File: src/aot_cfg.svh
/*
 * Constants for the auxiliary offset trim and ECC readout register bank.
 * Assumes it is included by its bare name wherever a constant is needed.
 */
`ifndef AOT_CFG_SVH
`define AOT_CFG_SVH

// Register indices; the byte address on the bus is four times the index.
`define AOT_IDX_AUX2_TRIM   10'h0d8
`define AOT_IDX_AUX3_TRIM   10'h0da
`define AOT_IDX_AUX4_TRIM   10'h0dc
`define AOT_IDX_AUX5_TRIM   10'h0de
`define AOT_IDX_AUX6_TRIM   10'h0e0
`define AOT_IDX_AUX7_TRIM   10'h0e2
`define AOT_IDX_ECC_STATUS  10'h0e4
`define AOT_IDX_ECC_HI      10'h0e6
`define AOT_IDX_ECC_LO      10'h0e7

`define AOT_ADDR_W          12
`define AOT_IDX_LSB         2
`define AOT_NUM_TRIM        6
`define AOT_TRIM_W          10
`define AOT_TRIM_MSB        9
`define AOT_TRIM_LANE0_MSB  7
`define AOT_TRIM_RST        10'h000
`define AOT_FIRST_TRIM_CHAN 3'h2

`define AOT_CODE_W          16
`define AOT_CODE_MIN        16'h0000
`define AOT_CODE_MAX        16'hffff
`define AOT_SUM_W           18

`define AOT_ECC_USER_CORR   64'h18c3ff8a68a98069
`define AOT_ECC_FACT_CORR   64'hcc72d18280ba9767
`define AOT_ECC_UNCORR      64'h0000000000000000
`define AOT_ECC_RST         64'h0000000000000000

`endif

File: src/aot_pkg.sv
/*
 * Types shared by the auxiliary offset trim and ECC readout bank.
 * Assumes aot_cfg.svh supplies the widths.
 */
`include "aot_cfg.svh"

package aot_pkg;

  typedef struct packed {
    logic [2:0]               chan;
    logic [`AOT_CODE_W-1:0]   code;
  } aot_sample_t;

  typedef struct packed {
    logic factory;
    logic correctable;
  } aot_ecc_report_t;

  typedef enum logic [1:0] {
    AOT_ECC_NONE,
    AOT_ECC_USER_CORR,
    AOT_ECC_FACT_CORR,
    AOT_ECC_NOT_CORR
  } aot_ecc_kind_t;

endpackage

File: src/aot_offset_trim_bank.sv
/*
 * Offset trim registers for auxiliary channels 2 to 7, the saturating
 * correction datapath that applies them, and the read-only 64-bit ECC
 * self-test result, all reached by software over an APB slave.
 * Assumes one 40 MHz clock, a synchronous active-low reset, ADC results and
 * ECC test reports that arrive from logic on the same clock, and an APB
 * master that keeps the bus protocol.
 */
`timescale 1ns/10ps
`include "aot_cfg.svh"

module aot_offset_trim_bank (
  input  wire logic                         clock_in,
  input  wire logic                         reset_n_in,
  input  wire logic                         psel_in,
  input  wire logic                         penable_in,
  input  wire logic                         pwrite_in,
  input  wire logic [`AOT_ADDR_W-1:0]       paddr_in,
  input  wire logic [31:0]                  pwdata_in,
  input  wire logic [3:0]                   pstrb_in,
  output logic      [31:0]                  prdata_out,
  output logic                              pready_out,
  output logic                              pslverr_out,
  input  wire logic                         sample_valid_in,
  input  wire aot_pkg::aot_sample_t         sample_in,
  input  wire logic                         ecc_done_in,
  input  wire aot_pkg::aot_ecc_report_t     ecc_report_in,
  output logic                              corr_valid_out,
  output aot_pkg::aot_sample_t              corr_sample_out,
  output logic                              corr_clipped_out
);

  logic [`AOT_TRIM_W-1:0]    trim_reg [`AOT_NUM_TRIM];
  logic [63:0]               ecc_result_reg;
  aot_pkg::aot_ecc_kind_t    ecc_kind_reg;
  logic                      ecc_seen_reg;

  logic [31:0]               prdata_reg;
  logic [31:0]               prdata_next;
  logic                      pready_reg;
  logic                      pslverr_reg;
  logic                      pslverr_next;

  logic                      corr_valid_reg;
  aot_pkg::aot_sample_t      corr_sample_reg;
  logic                      corr_clipped_reg;

  logic [9:0]                bus_index;
  logic                      setup_phase;
  logic                      write_commit;
  logic                      hit_trim;
  logic [2:0]                hit_trim_slot;
  logic                      hit_ecc;
  logic                      hit_mapped;

  // Index of every trim register, in channel order.
  logic [9:0]                trim_index [`AOT_NUM_TRIM];

  assign trim_index[0] = `AOT_IDX_AUX2_TRIM;
  assign trim_index[1] = `AOT_IDX_AUX3_TRIM;
  assign trim_index[2] = `AOT_IDX_AUX4_TRIM;
  assign trim_index[3] = `AOT_IDX_AUX5_TRIM;
  assign trim_index[4] = `AOT_IDX_AUX6_TRIM;
  assign trim_index[5] = `AOT_IDX_AUX7_TRIM;

  // Address decode.

  assign bus_index   = paddr_in[`AOT_ADDR_W-1:`AOT_IDX_LSB];
  assign setup_phase = psel_in && !penable_in;

  // A write lands only on the access edge at which pready is seen high.
  assign write_commit = psel_in && penable_in && pready_reg && pwrite_in && !pslverr_reg;

  always_comb begin
    hit_trim      = 1'b0;
    hit_trim_slot = 3'h0;
    for (int i = 0; i < `AOT_NUM_TRIM; i++) begin
      if (bus_index == trim_index[i]) begin
        hit_trim      = 1'b1;
        hit_trim_slot = 3'(i);
      end
    end
  end

  assign hit_ecc = (bus_index == `AOT_IDX_ECC_HI) ||
                   (bus_index == `AOT_IDX_ECC_LO) ||
                   (bus_index == `AOT_IDX_ECC_STATUS);

  assign hit_mapped = hit_trim || hit_ecc;

  // Read data and error answer, prepared in the setup cycle.

  always_comb begin
    prdata_next  = 32'h0000_0000;
    pslverr_next = 1'b0;
    if (!hit_mapped) begin
      pslverr_next = 1'b1;
    end else if (hit_ecc && pwrite_in) begin
      // The ECC words are read-only; a write is refused with an error.
      pslverr_next = 1'b1;
    end else if (hit_trim) begin
      prdata_next[`AOT_TRIM_MSB:0] = trim_reg[hit_trim_slot];
    end else if (bus_index == `AOT_IDX_ECC_HI) begin
      prdata_next = ecc_result_reg[63:32];
    end else if (bus_index == `AOT_IDX_ECC_LO) begin
      prdata_next = ecc_result_reg[31:0];
    end else begin
      prdata_next[0]   = ecc_seen_reg;
      prdata_next[2:1] = ecc_kind_reg;
    end
  end

  // Bus answer: one access cycle with no wait state.

  always_ff @(posedge clock_in) begin
    if (!reset_n_in) begin
      pready_reg <= 1'b0;
    end else begin
      pready_reg <= setup_phase;
    end
  end

  always_ff @(posedge clock_in) begin
    if (!reset_n_in) begin
      prdata_reg  <= 32'h0000_0000;
      pslverr_reg <= 1'b0;
    end else if (setup_phase) begin
      prdata_reg  <= pwrite_in ? 32'h0000_0000 : prdata_next;
      pslverr_reg <= pslverr_next;
    end else if (!psel_in) begin
      prdata_reg  <= 32'h0000_0000;
      pslverr_reg <= 1'b0;
    end
  end

  assign prdata_out  = prdata_reg;
  assign pready_out  = pready_reg;
  assign pslverr_out = pslverr_reg;

  // Trim registers. Only the ten value bits are stored, so the reserved
  // bits cannot hold anything and always read back as zero.

  always_ff @(posedge clock_in) begin
    if (!reset_n_in) begin
      for (int i = 0; i < `AOT_NUM_TRIM; i++) begin
        trim_reg[i] <= `AOT_TRIM_RST;
      end
    end else if (write_commit && hit_trim) begin
      if (pstrb_in[0]) begin
        trim_reg[hit_trim_slot][`AOT_TRIM_LANE0_MSB:0] <= pwdata_in[`AOT_TRIM_LANE0_MSB:0];
      end
      if (pstrb_in[1]) begin
        trim_reg[hit_trim_slot][`AOT_TRIM_MSB:`AOT_TRIM_LANE0_MSB+1] <=
          pwdata_in[`AOT_TRIM_MSB:`AOT_TRIM_LANE0_MSB+1];
      end
    end
  end

  // ECC self-test result capture.

  always_ff @(posedge clock_in) begin
    if (!reset_n_in) begin
      ecc_result_reg <= `AOT_ECC_RST;
      ecc_kind_reg   <= aot_pkg::AOT_ECC_NONE;
      ecc_seen_reg   <= 1'b0;
    end else if (ecc_done_in) begin
      ecc_seen_reg <= 1'b1;
      if (!ecc_report_in.correctable) begin
        ecc_result_reg <= `AOT_ECC_UNCORR;
        ecc_kind_reg   <= aot_pkg::AOT_ECC_NOT_CORR;
      end else if (ecc_report_in.factory) begin
        ecc_result_reg <= `AOT_ECC_FACT_CORR;
        ecc_kind_reg   <= aot_pkg::AOT_ECC_FACT_CORR;
      end else begin
        ecc_result_reg <= `AOT_ECC_USER_CORR;
        ecc_kind_reg   <= aot_pkg::AOT_ECC_USER_CORR;
      end
    end
  end

  // Correction datapath.

  logic                      chan_trimmed;
  logic [2:0]                trim_slot;
  logic [`AOT_TRIM_W-1:0]    trim_sel;
  logic [`AOT_SUM_W-1:0]     code_ext;
  logic [`AOT_SUM_W-1:0]     trim_ext;
  logic [`AOT_SUM_W-1:0]     sum;
  logic [`AOT_CODE_W-1:0]    code_next;
  logic                      clipped_next;

  assign chan_trimmed = (sample_in.chan >= `AOT_FIRST_TRIM_CHAN);
  assign trim_slot    = sample_in.chan - `AOT_FIRST_TRIM_CHAN;

  // Channels 0 and 1 are corrected elsewhere and pass through untouched.
  assign trim_sel = chan_trimmed ? trim_reg[trim_slot] : `AOT_TRIM_RST;

  // The trim is added at the result's own LSB weight, with no shift.
  assign code_ext = {{(`AOT_SUM_W-`AOT_CODE_W){1'b0}}, sample_in.code};
  assign trim_ext = {{(`AOT_SUM_W-`AOT_TRIM_W){trim_sel[`AOT_TRIM_MSB]}}, trim_sel};
  assign sum      = code_ext + trim_ext;

  // Two spare sum bits let the sign and the carry be told apart, so the
  // clamp never mistakes a large positive sum for a negative one.
  always_comb begin
    code_next    = sum[`AOT_CODE_W-1:0];
    clipped_next = 1'b0;
    if (sum[`AOT_SUM_W-1]) begin
      code_next    = `AOT_CODE_MIN;
      clipped_next = 1'b1;
    end else if (sum[`AOT_CODE_W]) begin
      code_next    = `AOT_CODE_MAX;
      clipped_next = 1'b1;
    end
  end

  always_ff @(posedge clock_in) begin
    if (!reset_n_in) begin
      corr_valid_reg <= 1'b0;
    end else begin
      corr_valid_reg <= sample_valid_in;
    end
  end

  always_ff @(posedge clock_in) begin
    if (!reset_n_in) begin
      corr_sample_reg  <= '0;
      corr_clipped_reg <= 1'b0;
    end else if (sample_valid_in) begin
      corr_sample_reg.chan <= sample_in.chan;
      corr_sample_reg.code <= code_next;
      corr_clipped_reg     <= clipped_next;
    end
  end

  assign corr_valid_out   = corr_valid_reg;
  assign corr_sample_out  = corr_sample_reg;
  assign corr_clipped_out = corr_clipped_reg;

endmodule

File: config.mk
export PLATFORM = sky130hd
export DESIGN_NAME = aot_offset_trim_bank
export DESIGN_NICKNAME = d
export VERILOG_FILES = /design/src/aot_pkg.sv /design/src/aot_offset_trim_bank.sv
export VERILOG_INCLUDE_DIRS = /design/src
export SDC_FILE = /design/constraint.sdc
export NUM_CORES = 1
export LEC_CHECK = 0
export BUFFER_PORTS_ARGS = -buffer_cell sky130_fd_sc_hd__buf_2
export CAP_MARGIN = 40
export CORE_MARGIN = 8
export CORE_UTILIZATION = 56
export CTS_CLUSTER_DIAMETER = 40
export CTS_CLUSTER_SIZE = 10
export DETAILED_ROUTE_END_ITERATION = 10
export PLACE_DENSITY = 0.89
export SLEW_MARGIN = 10
export SYNTH_ARGS = -nofsm -noshare
export SYNTH_HDL_FRONTEND = slang
export SYNTH_SLANG_ARGS = --single-unit
File: constraint.sdc
create_clock -name clock_in -period 5 [get_ports clock_in]
set_input_delay 1 -clock clock_in [delete_from_list [all_inputs] [get_ports clock_in]]
set_output_delay 1 -clock clock_in [all_outputs]
set_load 0.01 [all_outputs]
# == Word-level counts from Yosys, hierarchy flattened ==
# Memories as Yosys holds them, arrays and structs flattened.
# Index checks and enable logic that the tools add are counted.
# word_totals
regBits,122
ramBits,60
in_bits,76
memories,1
# classes
addsub,2
n_lt_le_gt_ge,1
eq_ne,10
muxes,46
n_reduce_logical,13
# mem_list
name,depth,width,rd,rd_ports_with_merged_regs,write_ports,line_no,rtl
trim_reg,6,10,2,0,6,aot_offset_trim_bank.sv:33,logic [`AOT_TRIM_W-1:0] trim_reg [`AOT_NUM_TRIM];
# op_table
op,count
2-to-1 mux 32 bit,6
2-to-1 mux 64 bit,2
equality test 10 x 8 -> 1 bit (second input constant),9
2-to-1 mux 16 bit,2
2-to-1 mux 10 bit,3
2-to-1 mux 29 bit,1
2-to-1 mux 1 bit,22
2-to-1 mux 22 bit,1
adder 17 x 10 -> 18 bit,1
2-to-1 mux 3 bit,6
OR reduction 10 bit,1
logical AND 1 bit,7
2-to-1 mux 2 bit,3
>= comparator 3 x 2 -> 1 bit (second input constant),1
logical OR 1 bit,3
subtractor 3 x 2 -> 3 bit (second input constant),1
logical NOT 1 bit,2
inequality test 2 x 1 -> 1 bit (second input constant),1

# == Depth between registers and ports, before layout ==
# Gate-level depths: netlist of the first run.
# logic_depth
ltp_word,13
depth_mapped,16
ltp_nobuf,13

# == Least setup slack after synthesis of the first run ==
# OpenSTA, ideal clock, no wires.
# synth_path
kind,input port to flip-flop
start,input port sample_in[17] in the netlist's numbering
end,"register corr_sample_reg, in the netlist corr_sample_out[15]"
arrival_ns,4.336
required_ns,4.925
setup_slack_ns,0.589
path_stages,15
n_path_buf,3
cell_sequence,buf_1 -> inv_1 -> ha_1 -> buf_2 -> mux2i_1 -> nor2_2 -> ha_1 -> a21o_1 -> a211o_1 -> or4_1 -> o22ai_2 -> xor2_2 -> nand2_1 -> buf_6 -> a22oi_2
# synth_via
elab_chain_len,6
elab_cells_between_ends,7
# synth_rtl
element,line_no,rtl
start: declaration,aot_offset_trim_bank.sv:25,"input wire aot_pkg::aot_sample_t sample_in,"
subtractor 3 x 2 -> 3 bit (no source line),n/a,
memory read (6 x 10 bit),n/a,
2-to-1 mux 10 bit (no source line) (*),n/a,
adder 17 x 10 -> 18 bit (*),aot_offset_trim_bank.sv:201,assign sum = code_ext + trim_ext;
2-to-1 mux 16 bit,aot_offset_trim_bank.sv:211,end else if (sum[`AOT_CODE_W]) begin
2-to-1 mux 16 bit (*),aot_offset_trim_bank.sv:208,if (sum[`AOT_SUM_W-1]) begin
end: declaration,aot_offset_trim_bank.sv:45,aot_pkg::aot_sample_t corr_sample_reg;
# Mark *: on every way between the ends. The rest lies on a longest branch, timed or not.
# A chain may end at the register's enable or synchronous reset.

# == Worst setup path in the final report of the first run ==
# layout_path
start,input port sample_in[16] in the netlist's numbering
end,"register corr_sample_reg, in the netlist corr_sample_out[14]"
# Same word-level chain as after synthesis.

==> results of run 1 <==
[final timing paths]
kind | startpoint | endpoint | slack, ns | cells after the start
setup reg to reg | trim_reg[0][0] | corr_sample_out[14] | 1.37 | 12
hold / removal | corr_sample_out[2] | corr_sample_out[2] | 0.44 | 2
hold reg to reg | corr_sample_out[2] | corr_sample_out[2] | 0.44 | 2
setup / recovery | sample_in[16] | corr_sample_out[14] | 0.76 | 13
[cell usage in the layout (no fill, tap or decap), types with 3 or more instances in the layout]
cell / Yosys / layout
sky130_fd_sc_hd__a211oi_1: 3 / 3
sky130_fd_sc_hd__a21o_1: 6 / 6
sky130_fd_sc_hd__a21oi_1: 28 / 28
sky130_fd_sc_hd__a31oi_1: 3 / 3
sky130_fd_sc_hd__a32o_1: 4 / 4
sky130_fd_sc_hd__and2_1: 7 / 7
sky130_fd_sc_hd__and3_1: 14 / 14
sky130_fd_sc_hd__buf_2: 7 / 101
sky130_fd_sc_hd__buf_4: 10 / 13
sky130_fd_sc_hd__bufinv_16: 0 / 4
sky130_fd_sc_hd__clkbuf_16: 0 / 17
sky130_fd_sc_hd__clkinv_1: 0 / 5
sky130_fd_sc_hd__clkinv_2: 0 / 3
sky130_fd_sc_hd__conb_1: 1 / 23
sky130_fd_sc_hd__dfxtp_1: 53 / 53
sky130_fd_sc_hd__edfxtp_1: 80 / 80
sky130_fd_sc_hd__ha_1: 18 / 18
sky130_fd_sc_hd__inv_1: 23 / 23
sky130_fd_sc_hd__mux2i_1: 30 / 30
sky130_fd_sc_hd__mux4_2: 20 / 20
sky130_fd_sc_hd__nand2_1: 105 / 105
sky130_fd_sc_hd__nand3_1: 17 / 17
sky130_fd_sc_hd__nand3b_1: 3 / 3
sky130_fd_sc_hd__nand4_1: 3 / 3
sky130_fd_sc_hd__nor2_1: 88 / 88
sky130_fd_sc_hd__nor2b_1: 9 / 9
sky130_fd_sc_hd__nor3_1: 15 / 15
sky130_fd_sc_hd__nor3b_1: 3 / 3
sky130_fd_sc_hd__nor4_1: 5 / 5
sky130_fd_sc_hd__o211ai_1: 3 / 3
sky130_fd_sc_hd__o21a_1: 6 / 6
sky130_fd_sc_hd__o21ai_0: 44 / 44
sky130_fd_sc_hd__o21ai_1: 11 / 11
sky130_fd_sc_hd__o21bai_1: 3 / 3
sky130_fd_sc_hd__o22ai_1: 4 / 4
sky130_fd_sc_hd__or3_1: 3 / 3
sky130_fd_sc_hd__xnor2_1: 9 / 9
sky130_fd_sc_hd__xor2_1: 3 / 3
[where the power goes]
group	switching (uW)	internal, uW	total (uW)
registers	23.5	1200	1230
clock network	446	821	1270
logic	222	160	382
total	691	2180	2880
[per-layer routing]
metal | vias to the layer above | routed length [um]
li1 | 2715 | -
met1 | 2734 | 6910
met2 | 301 | 9330
met3 | 77 | 1690
met4 | 0 | 739
met5 | - | 0
[cells in the mapped netlist (3+ instances only)]
| cell | n |
|---|---|
| sky130_fd_sc_hd__ha_1 | 18 |
| sky130_fd_sc_hd__mux4_2 | 20 |
| sky130_fd_sc_hd__nand3b_1 | 3 |
| sky130_fd_sc_hd__a21o_1 | 6 |
| sky130_fd_sc_hd__buf_1 | 3 |
| sky130_fd_sc_hd__nor2b_1 | 9 |
| sky130_fd_sc_hd__a21oi_1 | 28 |
| sky130_fd_sc_hd__a211oi_1 | 3 |
| sky130_fd_sc_hd__xor2_1 | 3 |
| sky130_fd_sc_hd__o21ai_1 | 11 |
| sky130_fd_sc_hd__inv_1 | 23 |
| sky130_fd_sc_hd__clkbuf_1 | 18 |
| sky130_fd_sc_hd__nor3b_1 | 3 |
| sky130_fd_sc_hd__o211ai_1 | 3 |
| sky130_fd_sc_hd__nor3_1 | 15 |
| sky130_fd_sc_hd__o22ai_1 | 4 |
| sky130_fd_sc_hd__mux2i_1 | 30 |
| sky130_fd_sc_hd__a31oi_1 | 3 |
| sky130_fd_sc_hd__o21a_1 | 6 |
| sky130_fd_sc_hd__buf_2 | 7 |
| sky130_fd_sc_hd__nand3_1 | 17 |
| sky130_fd_sc_hd__and2_1 | 7 |
| sky130_fd_sc_hd__nor4_1 | 5 |
| sky130_fd_sc_hd__o21ai_0 | 44 |
| sky130_fd_sc_hd__dfxtp_1 | 53 |
| sky130_fd_sc_hd__buf_4 | 10 |
| sky130_fd_sc_hd__o21bai_1 | 3 |
| sky130_fd_sc_hd__and3_1 | 14 |
| sky130_fd_sc_hd__or3_1 | 3 |
| sky130_fd_sc_hd__nand4_1 | 3 |
| sky130_fd_sc_hd__a32o_1 | 4 |
| sky130_fd_sc_hd__xnor2_1 | 9 |
| sky130_fd_sc_hd__edfxtp_1 | 80 |
| sky130_fd_sc_hd__nor2_1 | 88 |
| sky130_fd_sc_hd__nand2_1 | 105 |
[area by class of cell]
type                            count  area [um2]  share of cell area
Clock buffer                       19         433              0.0520
Clock inverter                     13         163              0.0195
Inverter                           23        86.3              0.0104
Multi-Input combinational cell    523        3360               0.404
Sequential cell                   133        3460               0.416
Tap cell                          172         215              0.0259
Timing Repair Buffer              114         603              0.0725
[logic make-up after synthesis]
kind of cell | Yosys count
AOI/OAI and AO/OA | 134
xor gates and xnor gates | 14
adders and majority gates | 19
buffers and inverters | 63
DFF | 133
muxes | 50
other | 1
and+or+nand+nor | 283
[per-stage QoR]
| stage | power [uW] | worst slack, ns |
|---|---|---|
| finish | 2880 | 0.760 |
| detailed placement | 1620 | 0.379 |
| CTS | 2870 | 0.733 |
| global route | 2970 | 0.488 |
| global placement | 1610 | 0.442 |
| floorplan | 1500 | 0.589 |
[critical path, cell delays in order]
cell and delay [ns]:
sky130_fd_sc_hd__buf_2 0.36, sky130_fd_sc_hd__mux4_2 0.59, sky130_fd_sc_hd__mux2i_1 0.18, sky130_fd_sc_hd__nor2_1 0.08
sky130_fd_sc_hd__ha_1 0.21, sky130_fd_sc_hd__fa_1 0.45, sky130_fd_sc_hd__a211oi_1 0.36, sky130_fd_sc_hd__o21ai_0 0.27
sky130_fd_sc_hd__a31oi_1 0.32, sky130_fd_sc_hd__o21bai_1 0.09, sky130_fd_sc_hd__a21oi_1 0.19, sky130_fd_sc_hd__xnor2_1 0.08
sky130_fd_sc_hd__o311a_1 0.34
==> results by stage, run 1 <==
Floorplanning:
- Row generation in the floorplan step produced 41 rows.
- The die covers 16400 um2.
- After floorplanning, the core was sized to cover roughly 12000 um2.
- The I/O pin count is 131.
- The die is 128 um tall.
- The effective utilization at floorplan is 0.565.
- Measured along the x axis, the die boundary spans 128 um.

Logic synthesis:
- The top cell type by total area after synthesis is sky130_fd_sc_hd__edfxtp_1.
- The number of flops mapped to enable cells by yosys is 80.
- The fraction of synthesized cell area taken by the top area cell type is 0.341.
- The instance count of the mapped netlist is ~700.
- After synthesis, the cell types taking the most area are sky130_fd_sc_hd__edfxtp_1 34%, sky130_fd_sc_hd__dfxtp_1 15%, sky130_fd_sc_hd__mux4_2 6.4%.
- The total number of yosys warnings is 0.
- Of the total synthesized cell area, the portion taken by XOR and XNOR cells is 0.0195.
- The flip-flop and latch count after synthesis is between 100 and 150.
- The number of distinct library cell variants in the gate-level netlist after synthesis is 63.
- The register area share after synthesis is 0.492.
- The dominant combinational cell family by area after synthesis is simple AND/OR/NAND/NOR gates.
- The compound-cell area share of the yosys netlist is 0.120.
- The post-synthesis simple-gate area fraction is 0.184.
- The async set-or-reset flop fraction in the synthesized netlist is 0.
- The most used flip-flop cell after synthesis is sky130_fd_sc_hd__edfxtp_1.
- The mapped netlist covers around 7000 um2.
- The fraction of the mapped netlist area in adder cells is 0.0348.
- The multiplexer share of the synthesized area is 0.107.
- The average footprint of a synthesized cell is just over 10 um2.

STA:
- The setup total negative slack is 0 ns.
- The final count of pins violating max slew is 0.
- Measured against its own limit, the worst slew margin works out to 0.402.
- The worst hold slack is between 0.4 and 0.5 ns.
- The final count of negative-setup-slack endpoints is 0.
- At the pin with the least slew margin, the transition time is between 0.8 and 0.9 ns.
- The clock period minus final worst setup slack is between 4 and 5 ns.
- Setup repair after global routing left no endpoint under its margin.
- The final worst-path cycle share is 0.848.
- The worst clock skew is roughly 0.0085 ns.
- The fmax is ~240 MHz.
- The total count of hold-check failures in the final report is 0.

Routing:
- The per-cell routed wire length is between 15 and 20 um.
- The count of TritonRoute iterations in the first routing pass is 6.
- The number of DRC markers in iteration 0 is roughly 770.
- After detailed routing, the number of remaining DRC violations is 0.
- The routed via count divided by cell count is roughly 5.8.
- The final route contains approximately 6000 vias.
- In this run the remaining antenna-violating nets after routing total 0.
- For this block, the routed nets add up to roughly 19000 um of wire.

Clocking:
- The number of hold-repair buffers added at the cts stage is 0.
- The number of buffers inserted by post-CTS setup repair is 0.
- Post-CTS repair changed the size of 0 cells.
- The number of H-tree branching levels is 4.
- The clock reaches the later pin of the worst-skew pair after 0.43 ns.
- The tree is rooted in a sky130_fd_sc_hd__clkbuf_16.
- The maximum buffer depth of the clock tree is 2.
- TritonCTS built the clock tree.
- Clock-pin slew was measured on the worst setup and hold paths at about 0.060 ns.
- The total clock buffers created by CTS is 17.
- The count of clock tree sinks is roughly 130.

Cells and area:
- The antenna diode instance count is 0.
- The finished cells cover around 8300 um2.
- Leaving out filler cells and counting taps, the final layout contains 997.
- The final design utilization is 0.668.
- In the final layout, the share of cells above drive strength 1 is 0.207.
- The area growth from synthesis to layout is 18.2%.
- The layout has roughly 960 filler cells.
- The final layout net count is ~910.
- The flip-flop count of the largest register, all copies and words added is 80.

Setup path:
- The arrival time reported for the critical path endpoint is 4.55 ns.
- The largest fanout of any net on the critical path is 12.
- The worst setup path is of the in2reg kind.
- The worst endpoint required time is 5.31 ns.
- The critical path startpoint category is a primary input.
- STA classifies the critical path endpoint as a register.

Power:
- The total leakage power is around 0.0035 uW.
- The worst-case IR drop observed on VDD is 0.250 mV.
- Power spread over the standard cell area amounts to between 300 and 400 nW/um2.

GRT:
- The number of antenna violations at the first check in global routing is 0.
- The leftover overflow at the end of global routing is 0.
- The highest-utilization routing layer at the global route stage is met2.
- The number of global-route vias before repair came to around 5700.
- The wire length of the first global-routing pass is about 29000 um.
- In the global route stage, met2 resource usage came out at 0.396.
- For this run, global-route usage on met1 was measured as 0.271.
- In the global route stage, met3 resource usage came out at 0.0645.
- Entering global routing, the biggest net connects 31 pins.
- In the global route stage, overall resource usage came out at 0.235.

Place:
- Including well taps, the total number of placed cells is 965.
- The half-perimeter wire length after placement is ~13000 um.
- The final estimated routing congestion in global placement is around 0.96.
- In this run the tool buffered the top-level ports with approximately 100 buffer cells.
- The placed instances occupy a cell area of between 7000 and 8000 um2.

Hold path:
- The worst hold-check path type is reg2reg.

Status:
- The flow ran to the end, and the final reports show no timing, DRC or antenna violations.

Run:
- The total of max-cap violations is 0.
Power figures use the tool's default switching activity.
==> run 2: changes to the inputs <==
==> constraint.sdc (replaced) <==
create_clock -name clock_in -period 4.33 [get_ports clock_in]
set_input_delay 0.866 -clock clock_in [delete_from_list [all_inputs] [get_ports clock_in]]
set_output_delay 0.866 -clock clock_in [all_outputs]
set_load 0.01 [all_outputs]
==> results by stage, run 2 (same netlist as run 1, synthesis figures left out) <==
STA:
- The worst path in the final design needs a cycle of roughly 4 ns, including I/O delays and setup.
- The final count of pins violating max slew came to 0 (unchanged).
- The final count of negative-setup-slack endpoints is 0 (unchanged).
- The worst clock skew is 0.00547 ns (was 0.00850 ns).
- The worst slew margin relative to its limit came to 0.425 (was 0.402).
- The total count of hold-check failures in the final report is 0 (unchanged).
- The fmax is ~250 MHz.
- RSZ-0062 raised after global routing: no (unchanged).
- The transition time at the pin with the least slew margin is 0.861 ns (was 0.896 ns).
- The final worst-path cycle share is 0.925.
- The setup total negative slack is 0 ns (unchanged).

GRT:
- The wire length of the first global-routing pass is 29300 um (was 29400 um).
- The number of antenna violations at the first check in global routing is 0 (unchanged).
- The leftover overflow at the end of global routing was 0 (unchanged).
- The number of global-route vias before repair is 5802 (was 5743).
- The total routing usage reported by global routing is 0.231 (was 0.235).
- The maximum number of pins on one net before global-route repair is 26 (was 31).

Cells and area:
- The final layout net count is 921 (was 907).
- The count of filler cells inserted in the layout is 917 (was 958).
- The area of the multi-input gates is 3360 um2 (unchanged).
- The total area of sequential cells is 3460 um2 (unchanged).
- The synthesis-to-layout area growth is 20.4% (was 18.2%).
- The final instance area is 8480 um2 (was 8320 um2).
- Commonest non-fill, non-tap cells in the layout: 105 x sky130_fd_sc_hd__nand2_1, 101 x sky130_fd_sc_hd__buf_2, 88 x sky130_fd_sc_hd__nor2_1 (unchanged).
- The antenna diode instance count came to 0 (unchanged).
- The flip-flop count of the largest register, all copies and words added was 80 (unchanged).
- The most frequent standard cell in the layout excluding fill and tap cells is sky130_fd_sc_hd__nand2_1 (unchanged).
- The proportion of layout cells with a drive suffix above 1 came to 0.229 (was 0.207).

Routing:
- The residual DRC count is 0 (unchanged).
- The routed via count divided by cell count is 5.98 (was 5.84).
- The per-cell routed wire length was 18.7 um (about the same).
- The final wirelength is 19000 um (was 18700 um).
- The number of DRC markers in iteration 0 is 701 (was 772).
- The count of TritonRoute iterations in the first routing pass is 6 (unchanged).
- The total number of vias is 6047 (was 5827).
- The count of nets left with antenna violations after detail routing was 0 (unchanged).

Place:
- The half-perimeter wire length after placement is 13600 um (was 13200 um).
- The cell area reported after detailed placement is 7860 um2 (was 7730 um2).
- The final estimated routing congestion in global placement is 0.924 (was 0.960).
- The number of buffers added on ports is 101 (unchanged).

Floorplanning:
- The die span in x came to 128 um (unchanged).
- The die area was 16400 um2 (unchanged).
- The effective utilization at floorplan is 0.565 (unchanged).
- The I/O pin count is 131 (unchanged).
- The placeable core region is 12500 um2 (unchanged).
- The number of rows created at floorplan is 41 (unchanged).
- The chip height came to 128 um (unchanged).

Setup path:
- The critical path capture point type is a register (unchanged).
- The path length in cells of the critical path is 14 (was 13).
- The critical path startpoint category is a primary input (unchanged).
- The cell class contributing the biggest share of worst-path delay is compound AO/OA/AOI/OAI gates (unchanged).
- The worst endpoint required time is 4.68 ns (was 5.31 ns).
- The count of buffering cells on the critical path with inverters included is 3 (was 1).
- Cells along the critical path: buf_2, buf_4, mux4_2, mux2i_1, nor2_1, ha_1, and3_1, a221o_1, a22o_1, o22ai_2, xor2_2, nand2_1, buf_4, o21ai_1 (was buf_2, mux4_2, mux2i_1, nor2_1, ha_1, fa_1, a211oi_1, o21ai_0, a31oi_1, o21bai_1, a21oi_1, xnor2_1, o311a_1).
- The worst-path cell with the longest stage delay was sky130_fd_sc_hd__mux4_2 (unchanged).
- The stage delay of the slowest cell on the critical path came to 0.58 ns (was 0.59 ns).
- The largest fanout of any net on the critical path is 12 (unchanged).
- The number of cells on the worst reg-to-reg path is 12 (unchanged).
- The path type of the worst setup path was in2reg (unchanged).
- The arrival time reported for the critical path endpoint is 4.35 ns (was 4.55 ns).
- Counting stages on the worst path, the most repeated cell is sky130_fd_sc_hd__buf_4.

Clocking:
- The post-cts repair resize count is 0 (unchanged).
- The number of buffers inserted by post-CTS setup repair was 0 (unchanged).
- The root cell of the clock tree is sky130_fd_sc_hd__clkbuf_16 (unchanged).
- The number of H-tree branching levels is 4 (unchanged).
- The clock tree from TritonCTS was built (unchanged).
- The clock slew seen by the registers of the worst setup and hold paths is 0.06 ns (about the same).
- The worst-skew pair later-pin latency is 0.42 ns (was 0.43 ns).
- The count of clock tree sinks was 133 (unchanged).
- The number of hold-repair buffers added at the cts stage is 0 (unchanged).
- The total clock buffers created by CTS is 17 (unchanged).
- The maximum buffer depth of the clock tree is 2 (unchanged).

Power:
- The total leakage power came to 0.00361 uW (was 0.00351 uW).
- The total power density per cell area is 397 nW/um2 (was 345 nW/um2).
- The overall power of the completed layout is 3370 uW (was 2880 uW).
- The maximum ir drop on the vdd rail is 0.246 mV (was 0.250 mV).

Hold path:
- The worst hold-check path type was reg2reg (unchanged).
- The depth of the worst hold-timing path is 2 (unchanged).

Status:
- Result of the run: completed (unchanged).

Run:
- The total of max-cap violations was 0 (unchanged).
-- run 2: cell types whose count changed in the layout (fill, tap and decap cells not counted), sizes merged --
cell,previous run,this run
buf,114,128
bufinv,4,1
clkbuf,19,23
clkinv,9,3
inv,23,28
-- run 2: worst paths after layout --
| path | start | end | slack (ns) |
|---|---|---|---|
| worst max-delay path | sample_in[16] | corr_sample_out[11] | 0.33 |
| worst min-delay path | corr_sample_out[2] | corr_sample_out[2] | 0.45 |
| worst max register to register | trim_reg[1][0] | corr_sample_out[14] | 0.75 |
| worst min register to register | corr_sample_out[2] | corr_sample_out[2] | 0.45 |
-- run 2: final cells by class --
| cell class | instances | area share |
|---|---|---|
| clock buffer | 23 | 0.0642 |
| clock inverter | 9 | 0.00930 |
| inverter | 23 | 0.0102 |
| multi-input combinational | 523 | 0.396 |
| sequential | 133 | 0.408 |
| tap | 172 | 0.0254 |
| timing repair buffer | 128 | 0.0865 |
-- run 2: worst min-delay path, delay by kind of cell, from the launching register on --
family	cells	cell delay (ns)
AOI/OAI and AO/OA	1	0.05
and+or+nand+nor	1	0.05
DFF	1	0.31
-- run 2: per-layer routing --
layer  global-route usage  up-vias  wire length (um)
met2                0.390      377              9300
met3               0.0528       95              1700
met5                    0        -                 0
met4                0.128        0               824
li1                     -     2753                 -
met1                0.267     2822              7130
-- run 2: stage by stage --
step	utilization	hold slack [ns]	worst slack, ns	instances
floorplan	-	0.420	0.0530	719
global placement	0.630	0.429	0.0212	979
detailed placement	0.630	0.436	-0.0979	979
CTS	0.680	0.446	0.342	1011
global route	0.680	0.458	0.164	1011
finish	0.680	0.445	0.326	1011
-- run 2: report_power, final --
part | switching [uW] | internal, uW | total, uW
registers | 28.2 | 1390 | 1420
clock network | 540 | 944 | 1480
logic | 262 | 206 | 468
==> run 3: changes to the inputs <==
--- a/config.mk
+++ b/config.mk
@@ -8,8 +8,10 @@
 export LEC_CHECK = 0
 export BUFFER_PORTS_ARGS = -buffer_cell sky130_fd_sc_hd__buf_2
 export CAP_MARGIN = 40
+export CELL_PAD_IN_SITES_DETAIL_PLACEMENT = 0
+export CELL_PAD_IN_SITES_GLOBAL_PLACEMENT = 2
 export CORE_MARGIN = 8
-export CORE_UTILIZATION = 56
+export CORE_UTILIZATION = 35
 export CTS_CLUSTER_DIAMETER = 40
 export CTS_CLUSTER_SIZE = 10
 export DETAILED_ROUTE_END_ITERATION = 10
==> results by stage, run 3 (same netlist as run 1, synthesis figures left out) <==
Status:
- Result of the run: completed (unchanged).

Routing:
- The routed via count divided by cell count was 5.10 (was 5.98).
- The number of DRC markers in iteration 0 was 341 (was 701).
- The count of TritonRoute iterations in the first routing pass was 6 (unchanged).
- The per-cell routed wire length is 17.7 um (was 18.7 um).
- The final wirelength is 19700 um (was 19000 um).
- The count of nets left with antenna violations after detail routing is 0 (unchanged).
- The residual DRC count is 0 (unchanged).
- The total number of vias is 5679 (was 6047).

Cells and area:
- The count of non-filler cells in the finished layout is 1113 (was 1011).
- The most frequent standard cell in the layout excluding fill and tap cells is sky130_fd_sc_hd__nand2_1 (unchanged).
- The antenna diode instance count is 0 (unchanged).
- Commonest non-fill, non-tap cells in the layout: 105 x sky130_fd_sc_hd__nand2_1, 101 x sky130_fd_sc_hd__buf_2, 88 x sky130_fd_sc_hd__nor2_1 (unchanged).
- The proportion of layout cells with a drive suffix above 1 is 0.233 (was 0.229).
- The count of filler cells inserted in the layout is 1969 (was 917).
- The flip-flop count of the largest register, all copies and words added is 80 (unchanged).
- The final layout net count came to 925 (was 921).
- The synthesis-to-layout area growth came to 23.1% (was 20.4%).

Setup path:
- The worst endpoint required time is 4.68 ns (about the same).
- The path type of the worst setup path is in2reg (unchanged).
- The worst-path cell with the longest stage delay is sky130_fd_sc_hd__mux4_2 (unchanged).
- The critical path capture point type was a register (unchanged).
- The stage delay of the slowest cell on the critical path came to 0.53 ns (was 0.58 ns).
- Cells along the critical path: buf_2, buf_12, buf_4, mux4_2, mux2i_1, nor2_1, ha_1, o21ai_0, o21ai_0, nand2_1, o211ai_1, xor2_2, buf_4, a21oi_1, a22oi_2 (was buf_2, buf_4, mux4_2, mux2i_1, nor2_1, ha_1, and3_1, a221o_1, a22o_1, o22ai_2, xor2_2, nand2_1, buf_4, o21ai_1).
- The largest fanout of any net on the critical path came to 12 (unchanged).
- The critical path startpoint category is a primary input (unchanged).
- The arrival time reported for the critical path endpoint came to 4.23 ns (was 4.35 ns).

Power:
- The overall power of the completed layout is 3430 uW (was 3370 uW).
- The portion of total power attributed to the clock network is 0.453 (was 0.441).
- The combinational group share of total power was 0.134 (was 0.139).
- The total leakage power came to 0.00364 uW (was 0.00361 uW).
- The part of the power in registers is 0.413 (was 0.420).
- The internal cell power was 2560 uW (was 2540 uW).
- The total power density per cell area is 395 nW/um2 (was 397 nW/um2).
- The power spent charging and discharging nets is 864 uW (was 830 uW).
- The maximum ir drop on the vdd rail is 0.248 mV (was 0.246 mV).
- The switching part of the total power is 0.252 (was 0.247).

STA:
- The clock period minus final worst setup slack is 3.88 ns (was 4.00 ns).
- The final worst-path cycle share is 0.896 (was 0.925).
- The setup total negative slack came to 0 ns (unchanged).
- The worst clock skew was 0.00867 ns (was 0.00547 ns).
- The worst slew margin relative to its limit was 0.442 (was 0.425).
- The transition time at the pin with the least slew margin is 0.835 ns (was 0.861 ns).
- The final count of negative-setup-slack endpoints is 0 (unchanged).
- The fmax is 258 MHz (was 250 MHz).
- The worst hold slack is 0.442 ns (was 0.445 ns).
- The total count of hold-check failures in the final report came to 0 (unchanged).
- RSZ-0062 raised after global routing: no (unchanged).
- The final count of pins violating max slew was 0 (unchanged).

Floorplanning:
- The I/O pin count was 131 (unchanged).
- The die span in x is 158 um (was 128 um).
- The chip height is 158 um (was 128 um).
- The placeable core region is 20000 um2 (was 12500 um2).
- The number of rows created at floorplan is 52 (was 41).
- The die area was 24900 um2 (was 16400 um2).
- The effective utilization at floorplan is 0.352 (was 0.565).

Place:
- The number of buffers added on ports came to 101 (unchanged).
- The total placed cells including tap cells is 1081 (was 979).
- The half-perimeter wire length after placement came to 15000 um (was 13600 um).
- The final estimated routing congestion in global placement is 0.828 (was 0.924).

Clocking:
- The post-cts repair resize count is 0 (unchanged).
- The number of buffers inserted by post-CTS setup repair came to 0 (unchanged).
- The count of clock tree sinks is 133 (unchanged).
- The number of hold-repair buffers added at the cts stage came to 0 (unchanged).
- The clock tree from TritonCTS is built (unchanged).
- The maximum buffer depth of the clock tree is 2 (unchanged).
- The worst-skew pair later-pin latency is 0.42 ns (about the same).
- The total clock buffers created by CTS is 17 (unchanged).
- The number of H-tree branching levels is 4 (unchanged).
- The clock slew seen by the registers of the worst setup and hold paths was 0.06 ns (about the same).
- The root cell of the clock tree is sky130_fd_sc_hd__clkbuf_16 (unchanged).

GRT:
- The number of antenna violations at the first check in global routing is 0 (unchanged).
- The wire length of the first global-routing pass came to 30300 um (was 29300 um).
- The maximum number of pins on one net before global-route repair is 29 (was 26).
- The number of global-route vias before repair came to 5595 (was 5802).
- The leftover overflow at the end of global routing is 0 (unchanged).
- The total routing usage reported by global routing came to 0.160 (was 0.231).

Hold path:
- The worst hold-check path type is reg2reg (unchanged).

Run:
- The total of max-cap violations is 0 (unchanged).
run 3: cell count changes in the layout (fill, tap and decap cells not counted), sizes merged:
cell / previous run / this run
clkbuf: 23 / 22
buf: 128 / 132
clkinv: 3 / 1
inv: 28 / 31
run 3: power groups by stage:
stage          clock, uW  sequential [uW]  combinational, uW
6_report            1550             1410                460
5_1_grt             1610             1420                512
4_1_cts             1570             1410                465
3_5_place_dp           0             1440                463
3_3_place_gp           0             1440                460
2_1_floorplan          0             1450                291
run 3: final cells by class:
type / instances / area, um2 / share of cell area
inverter: 23 / 86.3 / 0.00996
multi-input combinational: 523 / 3360 / 0.387
tap: 270 / 338 / 0.0390
clock buffer: 22 / 551 / 0.0635
timing repair buffer: 132 / 776 / 0.0895
clock inverter: 10 / 95.1 / 0.0110
sequential: 133 / 3460 / 0.400
run 3: stage by stage:
| step | setup WS (ns) | util | cell area (um2) |
|---|---|---|---|
| 6_report | 0.452 | 0.434 | 8670 |
| 3_3_place_gp | -0.00350 | 0.401 | 8010 |
| 3_5_place_dp | -0.0184 | 0.402 | 8020 |
| 2_1_floorplan | 0.0530 | - | 7120 |
| 5_1_grt | 0.175 | 0.434 | 8670 |
| 4_1_cts | 0.404 | 0.434 | 8670 |
run 3: worst max-delay path, delay by kind of cell:
family	cells	cell delay [ns]
AOI/OAI and AO/OA	5	1.03
xor gates and xnor gates	1	0.29
adders and majority gates	1	0.38
buffers and inverters	4	0.80
muxes	2	0.68
and+or+nand+nor	2	0.17
run 3: path summary, 6_finish.rpt:
kind | startpoint | endpoint | slack [ns] | depth (start not counted)
min reg2reg | corr_sample_out[2] | corr_sample_out[2] | 0.44 | 2
max reg2reg | trim_reg[0][0] | corr_sample_out[8] | 0.84 | 12
max | sample_in[16] | corr_sample_out[15] | 0.45 | 15
min | corr_sample_out[2] | corr_sample_out[2] | 0.44 | 2
run 3: routing by layer:
| metal | global-route usage | wire [um] |
|---|---|---|
| met1 | 0.206 | 8860 |
| met2 | 0.261 | 9430 |
| met3 | 0.0292 | 950 |
| met4 | 0.0666 | 442 |
| met5 | 0 | 0 |
